File: config.mk
export PLATFORM = sky130hd
export DESIGN_NAME = mode_supply_control_regs
export DESIGN_NICKNAME = d
export VERILOG_FILES = /design/src/sbc_ctrl_pkg.sv /design/src/spi_frame_port.sv /design/src/mode_supply_control_regs.sv
export SDC_FILE = /design/constraint.sdc
export NUM_CORES = 1
export LEC_CHECK = 0
export ABC_CLOCK_PERIOD_IN_PS = 4100
export BUFFER_PORTS_ARGS = -buffer_cell sky130_fd_sc_hd__buf_4
export CAP_MARGIN = 20
export CORE_ASPECT_RATIO = 1.25
export CORE_MARGIN = 2
export CORE_UTILIZATION = 25
export CTS_CLUSTER_DIAMETER = 80
export CTS_CLUSTER_SIZE = 12
export DETAILED_ROUTE_END_ITERATION = 16
export HOLD_SLACK_MARGIN = 0.15
export PLACE_DENSITY_LB_ADDON = 0.05
export SLEW_MARGIN = 20
export SYNTH_ARGS = -nofsm -noshare
export SYNTH_HDL_FRONTEND = slang
export SYNTH_SLANG_ARGS = --single-unit
export TNS_END_PERCENT = 100
File: constraint.sdc
create_clock -name core_clk -period 4.1 [get_ports core_clk]
set_clock_uncertainty 0.05 [all_clocks]
set_input_delay 0.41 -clock core_clk [delete_from_list [all_inputs] [get_ports core_clk]]
set_output_delay 0.41 -clock core_clk [all_outputs]
set_load 0.02 [all_outputs]
File: src/sbc_ctrl_pkg.sv
// package: register map, field layout, reset values, modes and timing of the control registers
package sbc_ctrl_pkg;
	// register addresses
	localparam logic [6:0] ADDR_MODE_SUPPLY = 7'h01;
	localparam logic [6:0] ADDR_HW_CONFIG = 7'h02;
	// frame layout, bits numbered in shift order
	localparam int FRAME_BITS = 16;
	localparam int ADDR_BITS = 7;
	localparam int WRITE_BIT = 7;
	localparam int DATA_LO = 8;
	// mode and supply field positions
	localparam int MS_MODE_LO = 6;
	localparam int MS_V3_ON = 5;
	localparam int MS_V2_LO = 3;
	localparam int MS_OV_REACT = 2;
	localparam int MS_RT_LO = 0;
	// hardware configuration field positions
	localparam int HW_VSEL = 7;
	localparam int HW_RO_SOFT = 6;
	localparam int HW_FO_SW = 5;
	localparam int HW_UV_KEEP = 4;
	localparam int HW_LS = 3;
	localparam int HW_LS_STOP = 1;
	localparam int HW_CFG = 0;
	// reset values, masks of bits that survive restart or soft reset, and the writable mask
	localparam logic [7:0] MS_RESET = 8'h00;
	localparam logic [7:0] HW_RESET = 8'h00;
	localparam logic [7:0] MS_RESTART_KEEP = 8'h23;
	localparam logic [7:0] HW_RESTART_KEEP = 8'hD9;
	localparam logic [7:0] HW_SOFT_KEEP = 8'hC9;
	localparam logic [7:0] HW_WRITABLE = 8'hFB;
	// operating mode codes
	typedef enum logic [1:0] {
		MODE_NORMAL = 2'h0,
		MODE_SLEEP = 2'h1,
		MODE_STOP = 2'h2,
		MODE_SOFT_RESET = 2'h3
	} op_mode_t;
	// second regulator codes
	typedef enum logic [1:0] {
		V2_OFF = 2'h0,
		V2_NORMAL = 2'h1,
		V2_NORM_STOP = 2'h2,
		V2_ALWAYS = 2'h3
	} v2_mode_t;
	// present device state, one-hot, from the outer state machine
	typedef enum logic [3:0] {
		ST_NORMAL = 4'h1,
		ST_SLEEP = 4'h2,
		ST_STOP = 4'h4,
		ST_FAIL_SAFE = 4'h8
	} sbc_state_t;
	// soft reset pulse sequencing
	typedef enum logic [1:0] {
		SR_IDLE = 2'h1,
		SR_ACTIVE = 2'h2
	} soft_state_t;
	// timing
	localparam int CLK_PERIOD_NS = 100;
	localparam int SOFT_RESET_LOW_NS = 10000;
	localparam int SOFT_RESET_CYCLES = (SOFT_RESET_LOW_NS + CLK_PERIOD_NS - 1) / CLK_PERIOD_NS;
endpackage : sbc_ctrl_pkg

File: src/spi_frame_port.sv
// serial frame port: pin synchronisers, 16-bit shift in, 8-bit shift out, frame completion
`timescale 1ns/1ns
`default_nettype none
module spi_frame_port
	import sbc_ctrl_pkg::*;
#(
	parameter int BITS = FRAME_BITS
) (
	// clock and reset
	input wire logic core_clk,
	input wire logic rst,
	// serial pins
	input wire logic spi_clk_pin,
	input wire logic spi_cs_n_pin,
	input wire logic spi_mosi_pin,
	output logic spi_miso,
	output logic spi_miso_oe,
	// register side
	input wire logic [7:0] read_data,
	output logic [6:0] live_addr,
	output logic frame_valid,
	output logic frame_write,
	output logic [6:0] frame_addr,
	output logic [7:0] frame_data
);
	initial begin
		if (BITS != FRAME_BITS) $error("frame length must be %0d", FRAME_BITS);
	end
	logic [2:0] sync_a;
	logic [2:0] sync_b;
	logic clk_prev;
	logic cs_prev_n;
	logic [BITS-1:0] in_shift;
	logic [7:0] out_shift;
	logic [4:0] count;
	logic sclk;
	logic cs_n;
	logic rise;
	logic fall;

	// two stages per pin; only the second stage feeds logic
	always_ff @(posedge core_clk) begin
		if (rst) begin
			sync_a <= 3'h4; // idle levels: deselected, clock low, so no false edge after reset
			sync_b <= 3'h4;
			clk_prev <= 1'b0;
			cs_prev_n <= 1'b1;
		end else begin
			sync_a <= {spi_cs_n_pin, spi_clk_pin, spi_mosi_pin};
			sync_b <= sync_a;
			clk_prev <= sync_b[1];
			cs_prev_n <= sync_b[2];
		end
	end
	assign sclk = sync_b[1];
	assign cs_n = sync_b[2];
	assign rise = !cs_n && sclk && !clk_prev;
	assign fall = !cs_n && !sclk && clk_prev;
	// after eight bits the address sits in bits 8 to 14; only read at that point
	assign live_addr = in_shift[DATA_LO +: ADDR_BITS];

	// sample on rising edge, least significant bit first
	always_ff @(posedge core_clk) begin
		if (rst) begin
			in_shift <= '0;
			count <= 5'h00;
		end else if (cs_n && !cs_prev_n) begin
			count <= 5'h00;
		end else if (rise) begin
			in_shift <= {sync_b[0], in_shift[BITS-1:1]};
			count <= (count == 5'h1F) ? count : count + 5'h01;
		end
	end

	// first byte shifts zeros, second byte the register before any write
	always_ff @(posedge core_clk) begin
		if (rst) begin
			out_shift <= 8'h00;
			spi_miso <= 1'b0;
			spi_miso_oe <= 1'b0;
		end else begin
			spi_miso_oe <= !cs_n;
			if (cs_prev_n && !cs_n) begin
				out_shift <= 8'h00;
				spi_miso <= 1'b0;
			end else if (fall && count == 5'(DATA_LO)) begin
				spi_miso <= read_data[0];
				out_shift <= {1'b0, read_data[7:1]};
			end else if (fall) begin
				spi_miso <= out_shift[0];
				out_shift <= {1'b0, out_shift[7:1]};
			end
		end
	end

	// a frame counts only with exactly the full bit count at deselect
	always_ff @(posedge core_clk) begin
		if (rst) begin
			frame_valid <= 1'b0;
			frame_write <= 1'b0;
			frame_addr <= 7'h00;
			frame_data <= 8'h00;
		end else begin
			frame_valid <= cs_n && !cs_prev_n && count == 5'(BITS);
			frame_addr <= in_shift[ADDR_BITS-1:0];
			frame_write <= in_shift[WRITE_BIT];
			frame_data <= in_shift[BITS-1 -: 8];
		end
	end
endmodule : spi_frame_port
`default_nettype wire

File: src/mode_supply_control_regs.sv
// mode and supply control register pair with hardware updates and derived controls
`timescale 1ns/1ns
`default_nettype none
module mode_supply_control_regs
	import sbc_ctrl_pkg::*;
#(
	parameter int SOFT_LOW_CYCLES = SOFT_RESET_CYCLES
) (
	// clock and reset
	input wire logic core_clk,
	input wire logic rst,
	// serial pins
	input wire logic spi_clk_pin,
	input wire logic spi_cs_n_pin,
	input wire logic spi_mosi_pin,
	output logic spi_miso,
	output logic spi_miso_oe,
	// device state and events from the surrounding logic
	input wire logic [3:0] sbc_state,
	input wire logic high_power,
	input wire logic restart_entry,
	input wire logic over_temp,
	input wire logic main_ov_event,
	input wire logic main_ov_flag_clear,
	input wire logic battery_undervoltage,
	input wire logic failure_flag,
	input wire logic wd_fail,
	// mode control
	output logic [1:0] mode_request,
	output logic soft_reset_pulse,
	output logic reset_output_pin_n,
	// supply control
	output logic second_regulator_on,
	output logic third_regulator_on,
	output logic third_regulator_alt_level,
	output logic third_regulator_load_sharing,
	output logic [1:0] main_reset_threshold,
	output logic main_overvoltage_flag,
	output logic ov_escalate,
	// failure and watchdog handling
	output logic failure_outputs,
	output logic wd_escalate
);
	initial begin
		if (SOFT_LOW_CYCLES < 1 || SOFT_LOW_CYCLES > 65535) $error("soft reset length out of range");
	end

	logic [7:0] mode_supply_control;
	logic [7:0] hardware_config_control;
	logic frame_valid;
	logic frame_write;
	logic [6:0] frame_addr;
	logic [7:0] frame_data;
	logic [6:0] live_addr;
	logic [7:0] read_data;
	logic wr_ms;
	logic wr_hw;
	logic soft_go;
	soft_state_t soft_state;
	logic [15:0] soft_count;
	logic wd_seen;
	logic in_stop;
	logic [16:0] ro_low_len;

	// register read mux, unmapped addresses read zero
	function automatic logic [7:0] reg_read(input logic [6:0] a, input logic [7:0] ms,
		input logic [7:0] hw);
		logic [7:0] r;
		r = 8'h00;
		if (a == ADDR_MODE_SUPPLY) r = ms;
		else if (a == ADDR_HW_CONFIG) r = hw & HW_WRITABLE;
		return r;
	endfunction : reg_read

	// merge of a written mode byte; stop to sleep keeps the old mode code
	function automatic logic [7:0] ms_merge(input logic [7:0] old, input logic [7:0] d,
		input logic stop);
		logic [7:0] r;
		r = d;
		if (stop && d[MS_MODE_LO +: 2] == MODE_SLEEP) r[MS_MODE_LO +: 2] = old[MS_MODE_LO +: 2];
		return r;
	endfunction : ms_merge

	// second regulator decode against the present state
	function automatic logic v2_decode(input logic [1:0] code, input logic [3:0] st);
		logic r;
		r = 1'b0;
		case (code)
			V2_NORMAL: r = st == ST_NORMAL;
			V2_NORM_STOP: r = st == ST_NORMAL || st == ST_STOP;
			V2_ALWAYS: r = st != ST_FAIL_SAFE;
			default: r = 1'b0;
		endcase
		return r;
	endfunction : v2_decode

	spi_frame_port #(
		.BITS(FRAME_BITS)
	) port_i (
		.core_clk(core_clk),
		.rst(rst),
		.spi_clk_pin(spi_clk_pin),
		.spi_cs_n_pin(spi_cs_n_pin),
		.spi_mosi_pin(spi_mosi_pin),
		.spi_miso(spi_miso),
		.spi_miso_oe(spi_miso_oe),
		.read_data(read_data),
		.live_addr(live_addr),
		.frame_valid(frame_valid),
		.frame_write(frame_write),
		.frame_addr(frame_addr),
		.frame_data(frame_data)
	);

	// readback uses the stored value, so a write returns the old content
	assign read_data = reg_read(live_addr, mode_supply_control, hardware_config_control);
	assign wr_ms = frame_valid && frame_write && frame_addr == ADDR_MODE_SUPPLY;
	assign wr_hw = frame_valid && frame_write && frame_addr == ADDR_HW_CONFIG;
	assign soft_go = wr_ms && !restart_entry
		&& frame_data[MS_MODE_LO +: 2] == MODE_SOFT_RESET;
	assign in_stop = sbc_state == ST_STOP;

	// mode and supply register; restart outranks soft reset, which outranks writes
	always_ff @(posedge core_clk) begin
		if (rst) begin
			mode_supply_control <= MS_RESET;
		end else if (restart_entry) begin
			mode_supply_control <= mode_supply_control & MS_RESTART_KEEP;
		end else if (soft_go) begin
			mode_supply_control <= MS_RESET;
		end else begin
			if (wr_ms) begin
				mode_supply_control <= ms_merge(mode_supply_control, frame_data, in_stop);
			end
			if (over_temp) begin
				mode_supply_control[MS_V2_LO +: 2] <= V2_OFF;
			end
		end
	end

	// hardware configuration register; bit 2 is never stored
	always_ff @(posedge core_clk) begin
		if (rst) begin
			hardware_config_control <= HW_RESET;
		end else if (restart_entry) begin
			hardware_config_control <= hardware_config_control & HW_RESTART_KEEP;
		end else if (soft_go) begin
			hardware_config_control <= hardware_config_control & HW_SOFT_KEEP;
		end else if (wr_hw) begin
			hardware_config_control <= frame_data & HW_WRITABLE;
		end
	end

	// soft reset sequencer: holds the reset output low for a fixed time
	always_ff @(posedge core_clk) begin
		if (rst) begin
			soft_state <= SR_IDLE;
			soft_count <= 16'h0000;
		end else begin
			case (soft_state)
				SR_IDLE: begin
					if (soft_go) begin
						soft_state <= SR_ACTIVE;
						soft_count <= 16'(SOFT_LOW_CYCLES - 1);
					end
				end
				SR_ACTIVE: begin
					if (soft_count == 16'h0000) soft_state <= SR_IDLE;
					else soft_count <= soft_count - 16'h0001;
				end
				default: soft_state <= SR_IDLE;
			endcase
		end
	end

	// mode outputs; the reset output bit survives soft reset so it is read afterwards
	always_ff @(posedge core_clk) begin
		if (rst) begin
			mode_request <= MODE_NORMAL;
			soft_reset_pulse <= 1'b0;
			reset_output_pin_n <= 1'b1;
		end else begin
			mode_request <= mode_supply_control[MS_MODE_LO +: 2];
			soft_reset_pulse <= soft_go;
			reset_output_pin_n <= !(soft_state == SR_ACTIVE
				&& !hardware_config_control[HW_RO_SOFT]);
		end
	end

	// supply outputs, registered one cycle behind the fields
	always_ff @(posedge core_clk) begin
		if (rst) begin
			second_regulator_on <= 1'b0;
			third_regulator_on <= 1'b0;
			third_regulator_alt_level <= 1'b0;
			third_regulator_load_sharing <= 1'b0;
			main_reset_threshold <= 2'h0;
		end else begin
			second_regulator_on <= v2_decode(mode_supply_control[MS_V2_LO +: 2], sbc_state);
			third_regulator_on <= mode_supply_control[MS_V3_ON]
				&& !(battery_undervoltage && !hardware_config_control[HW_UV_KEEP])
				&& !(hardware_config_control[HW_LS] && (in_stop || high_power)
				&& !hardware_config_control[HW_LS_STOP]);
			third_regulator_alt_level <= hardware_config_control[HW_VSEL]
				&& !hardware_config_control[HW_LS];
			third_regulator_load_sharing <= hardware_config_control[HW_LS];
			main_reset_threshold <= mode_supply_control[MS_RT_LO +: 2];
		end
	end

	// over-voltage flag: a new event wins over a clear in the same cycle
	always_ff @(posedge core_clk) begin
		if (rst) begin
			main_overvoltage_flag <= 1'b0;
			ov_escalate <= 1'b0;
		end else begin
			if (main_ov_event) main_overvoltage_flag <= 1'b1;
			else if (main_ov_flag_clear) main_overvoltage_flag <= 1'b0;
			ov_escalate <= main_ov_event && mode_supply_control[MS_OV_REACT];
		end
	end

	// failure outputs; the failure flag is cleared by the host elsewhere
	always_ff @(posedge core_clk) begin
		if (rst) failure_outputs <= 1'b0;
		else failure_outputs <= (hardware_config_control[HW_FO_SW] && !restart_entry)
			|| failure_flag;
	end

	// watchdog escalation: one remembered failure unless first failure escalates
	always_ff @(posedge core_clk) begin
		if (rst || restart_entry) begin
			wd_seen <= 1'b0;
			wd_escalate <= 1'b0;
		end else begin
			wd_escalate <= wd_fail && (hardware_config_control[HW_CFG] || wd_seen);
			if (wd_fail) wd_seen <= !(hardware_config_control[HW_CFG] || wd_seen);
		end
	end

	// length of the present low phase of the reset output, checked when it ends
	always_ff @(posedge core_clk) begin
		if (rst) ro_low_len <= 17'h00000;
		else if (!reset_output_pin_n) ro_low_len <= ro_low_len + 17'h00001;
		else ro_low_len <= 17'h00000;
	end
endmodule : mode_supply_control_regs
`default_nettype wire

# Yosys cells after proc, flatten, opt, wreduce, memory -nomap -nowiden
# Cells that the tools add are included.
[word_totals]
register_bits = 103
input_bits = 17
output_inout_bits = 16
word_cells = 142
[classes]
add_sub_neg = 2
eq_ne = 20
n_mux = 20
bitwise_logic = 5
reduce_logical = 60
[ops]
columns = ["cell", "n"]
rows = [
  ["16-bit two-way mux", 2],
  ["16-bit case mux with 2 select lines", 1],
  ["1-bit logical AND", 24],
  ["16-bit logical NOT", 1],
  ["8-bit two-way mux", 2],
  ["16-bit by 1-bit subtractor with 16-bit output (second input constant)", 1],
  ["7-bit by 1-bit equality test with 1-bit output (second input constant)", 2],
  ["7-bit by 2-bit equality test with 1-bit output (second input constant)", 2],
  ["7-bit two-way mux", 2],
  ["1-bit logical NOT", 13],
  ["6-bit two-way mux", 2],
  ["2-bit AND reduction", 6],
  ["5-bit equality test (second input constant)", 2],
  ["5-bit two-way mux", 2],
  ["2-bit nonzero test", 5],
  ["2-bit equality test (second input constant)", 4],
  ["2-bit by 1-bit equality test with 1-bit output (second input constant)", 3],
  ["2-bit two-way mux", 3],
  ["2-bit inequality test (second input constant)", 3],
  ["3-bit AND reduction", 2],
  ["5-bit by 1-bit adder with 5-bit output (second input constant)", 1],
  ["5-bit by 4-bit equality test with 1-bit output (second input constant)", 1],
  ["1-bit logical OR", 5],
  ["1-bit inverter", 5],
  ["9 further kinds", 13],
]

# Longest topological paths before layout
[depth]
depth_word = 6
mapped_depth = 7
depth_no_buf = 7

# Modules after synthesis
# From an unflattened synthesis, not the netlist that was laid out.
[hier_totals]
cells_unflattened = 402
area_unflattened_um2 = 4002.6
[modules_own_cells]
columns = ["mod", "n_inst", "cells_per_inst", "area_each_um2", "seq_area_each_um2"]
rows = [
  ["mode_supply_control_regs", 1, 233, 2122.0, 960.9],
  ["spi_frame_port", 1, 169, 1880.6, 1101.1],
]

# Worst setup path after synthesis
# Ideal clock, no wire load.
[synth_timing]
path_kind = "register to register"
startpoint = "reg soft_count[0]"
endpoint = "reg soft_count[1]"
setup_time_ps = 91
t_arrival_ps = 2133
required_ps = 3959
setup_slack_ps = 1826
path_stages_with_launch = 7
n_path_buf = 0
period_less_slack_ps = 2274
cell_sequence = "dfxtp_1 -> inv_1 -> ha_1 -> or4b_4 -> o41a_4 -> or3_4 -> a311oi_1"
[synth_between]
elab_chain_len = 3
elab_cells_between_ends = 6
classes_between = "add/sub (1); eq/ne (1); mux (2); reduce/logical (2)"
[synth_rtl]
columns = ["element", "line_no", "text"]
rows = [
  ["from (decl)", "mode_supply_control_regs.sv:60", "logic [15:0] soft_count;"],
  ["from (signal assigned)", "mode_supply_control_regs.sv:164", "soft_count <= 16'(SOFT_LOW_CYCLES - 1);"],
  ["from (signal assigned)", "mode_supply_control_regs.sv:169", "else soft_count <= soft_count - 16'h0001;"],
  ["16-bit by 1-bit subtractor with 16-bit output or 16-bit logical NOT (tied branches)", "mode_supply_control_regs.sv:169, mode_supply_control_regs.sv:168", ""],
  ["16-bit two-way mux or 2-bit inequality test (tied branches)", "n/a", ""],
  ["16-bit case mux with 2 select lines or 3-bit AND reduction (tied branches)", "n/a", ""],
]
# Parallel ways exist; a longest one is shown, timed or not. The select of a mux whose other input is x is not followed.
# A chain may end at the register's enable or synchronous reset.

# Worst setup path after layout
[layout_timing]
startpoint = "reg soft_count[1]"
endpoint = "reg soft_count[0]"
[layout_between]
elab_chain_len = 3
[layout_rtl]
columns = ["element", "line_no", "text"]
rows = [
  ["16-bit logical NOT", "mode_supply_control_regs.sv:168", "if (soft_count == 16'h0000) soft_state <= SR_IDLE;"],
  ["2-bit inequality test (no source line)", "n/a", ""],
  ["3-bit AND reduction (no source line)", "n/a", ""],
]
# Every way passes these cells.

==> summary.md <==
| Metric | Value |
|---|---|
| Sequential share of power | between 40% and 50% |
| Hold buffer count at CTS | 0 |
| Total placed cells including tap cells | 610 |
| Flip-flop and latch count after synthesis | 103 |
| Final Hold Viols | 0 |
| Yosys warns | 0 |
| Routed wire length | a little under 9 mm |
| Setup TNS | 0 ns |
| Total of max-cap violations | 0 |
| Sinks on the clock net | approximately 100 |
| Global placement routability congestion | about 0.76 |
| Cell area after technology mapping | between 3000 and 4000 µm² |
| Relative slew margins | ~36% |
| Post-route DRC | 0 |
| First DRT Iteration DRCs | about 180 |
| Critical path arrival | ~2.6 ns |
| Yosys top cell by area | dfxtp_1 |
| Setup violators final | 0 |
| CP Max Fanout | 8 |
| Clock buffer count from CTS | 9 |
| Power per cell area | between 400 and 500 nW/µm² |
| Deepest level of the CTS H-tree | 3 |
| Die X-Extent | 115 µm |
| Post-CTS Setup Repair Bufs | 0 |
| Portion of synthesized cell area occupied by the leading cell type | between 50% and 60% |
| Min Clock Period, post-route | 2.42 ns |
| DR pass1 iterations | 4 |
| Total internal power | about 1.7 mW |
| Buffer depth of the longest clock path | 2 |
| Number of max-slew violations in the final report | 0 |
| Worst hold-check path type | in2reg |
| Sequential fraction of the synthesis area | roughly 53% |
| Post-detailed-route wirelength per cell | between 10 and 15 µm |
| Ant diodes | 0 |
| Die height | 143 µm |
| Post-cts resize count | 0 |
| Unique masters post-synth | 54 |
| Multi-input logic area | around 1700 µm² |
| Number of nets in the layout | roughly 430 |
| Total overflow reported by the global router | 0 |
| Share of the core filled with cells in the final layout | between 30% and 40% |
| Total number of vias | about 2,900 |
| Starting Density | between 20% and 30% |
| Unrepaired setup endpoints after global routing | no |
| Number of enable flip-flop cells after synthesis | 0 |
| Highest clock rate | around 410 MHz |
| Critical path startpoint category | register |
| Critical Path End Type | register |
| Post-synth ARST share | 0% |
| Combinational cell fraction of total power | 2.4% |
| Layout-stage area growth over the synthesis result | 20.7% |
| Clock group share of total power | roughly half |
| TritonCTS clock tree | done |
| Mean cell area of the mapped netlist | between 10 and 15 µm² |
| Leading post-synthesis cells by instance count | dfxtp_1, nor2_1, nor2b_1 |
| Type of the worst setup path | reg2reg |
| Switching Share | 20.1% |
| Net count after synthesis | just over 400 |
| Global-route wire length before repair | between 10 and 15 mm |
| Clock latency at the later pin of the worst-skew pair | 0.34 ns |
| CP required | between 4 and 5 ns |
| Largest net degree at the start of global routing | 57 |
| Worst hold slack after final layout | 0.194 ns |
| Placement row count | 50 |
| Fillers | around 1,500 |
| Max IR drop VDD | approximately 0.23 mV |
| Run status | completed |
| Sequential cell area in the final layout | 2060 µm² |
| Core Box Area | between 15,000 and 20,000 µm² |
| I/O Buffers | 32 |
| Vias in the first global route | around 2,700 |
| Post-synth top flop | dfxtp_1 |
| Clock transition at path regs | 0.07 ns |
| Net load switching power | 0.417 mW |
| Initial antenna violation count | 0 |
| Die Footprint | roughly 17,000 µm² |
| Combined global-route utilization of all metal layers | 11.4% |
| Total leakage power | 1.71 nW |
| Post-detailed-placement half-perimeter wirelength | 6.16 mm |
| Area contributors post-synth | dfxtp_1, nor2b_1, nor2_1 |
| Fraction of final layout cells with drive strength greater than 1 | between 15 and 20% |
| Root cell of the clock tree | clkbuf_16 |
| Slew of the pin with the lowest slew margin | slightly below 1 ns |
| Number of standard cells in the layout, taps in and fillers out | 626 |
| Gate count after technology mapping | a little under 400 |
| Final cycle utilization of the critical path | between 50% and 60% |
| Ports | 33 |
| Via density | ~4.6 |
| Post-DRT Antenna Nets | 0 |
| Most numerous cell in the Yosys netlist | dfxtp_1 |
[worst paths after layout]
check	startpoint	to	slack, ns	cells after the start
worst min register to register	port_i.sync_a[2]$_SDFF_PP1_	port_i.sync_b[2]$_SDFF_PP1_	0.36	1
worst min-delay path	over_temp	mode_supply_control[3]$_SDFFE_PP0N_	0.19	2
worst max-delay path	soft_count[1]$_SDFFE_PP0P_	soft_count[0]$_SDFFE_PP0P_	1.68	7
worst max register to register	soft_count[1]$_SDFFE_PP0P_	soft_count[0]$_SDFFE_PP0P_	1.68	7
[area by class of cell]
cell class	instances	share of cell area (%)
sequential	103	44.1
multi-input combinational	256	36.7
tap	208	5.56
clock buffer	11	5.40
timing repair buffer	32	5.14
clock inverter	5	2.22
inverter	11	0.883
[cells by family (layout without fill, tap and decap cells)]
group,after synthesis,count (layout),synth area share (%)
xor gates and xnor gates,11,11,2.49
and+or+nand+nor,154,154,23.2
DFF,103,103,53.2
muxes,9,9,2.33
buffers and inverters,26,59,2.52
AOI/OAI and AO/OA,78,78,15.0
adders and majority gates,4,4,1.29
[state kept, by name, summed over array words and instances (netlist names), 3 cells and up]
signal / count
port_i.count: 5
hardware_config_control: 7
soft_count: 16
port_i.in_shift: 16
port_i.frame_addr: 7
port_i.frame_data: 8
port_i.sync_b: 3
port_i.out_shift: 7
port_i.sync_a: 3
mode_supply_control: 8
[through the flow]
step / setup slack [ns] / total power, mW / instance area, µm²
final: 1.68 / 2.08 / 4680
after global routing: 1.34 / 2.16 / 4680
after CTS: 1.65 / 2.11 / 4670
after detailed placement: 1.68 / 1.09 / 4320
after global placement: 1.67 / 1.09 / 4320
after floorplan: 1.83 / 1.06 / 3870
[critical path, cell delays in order, from the launching register on]
cell and delay [ns]:
dfxtp_1 0.37, inv_1 0.08, ha_1 0.14, or4b_4 0.49, o41a_4 0.50, or3_4 0.42
o21ai_0 0.17, nor2_1 0.05
[metal layers]
layer / up-vias / GRT usage (%) / share of wire (%)
li1: 1442 / - / -
met1: 1359 / 14.4 / 48
met2: 41 / 18.0 / 47
met3: 15 / 2.21 / 2.4
met4: 0 / 6.47 / 2.6
met5: - / 0 / 0
[power groups by stage]
stage                     clock network [mW]  registers [mW]  logic (mW)
after floorplan                            0            1.04      0.0258
after global placement                     0            1.04      0.0521
after detailed placement                   0            1.04      0.0518
after CTS                               1.05            1.01      0.0520
after global routing                    1.09            1.01      0.0562
final                                   1.01            1.01      0.0506
[placed cells by master (no fill, tap or decap), types with 11 or more instances in the layout]
cell type | Yosys | layout
nor2b_1 | 29 | 29
o21ai_0 | 15 | 15
nor2_1 | 38 | 37
nand2_1 | 17 | 17
buf_4 | 0 | 32
inv_1 | 11 | 11
o22a_1 | 16 | 16
dfxtp_1 | 103 | 103
a21oi_1 | 20 | 20
Power figures use the tool's default switching activity.
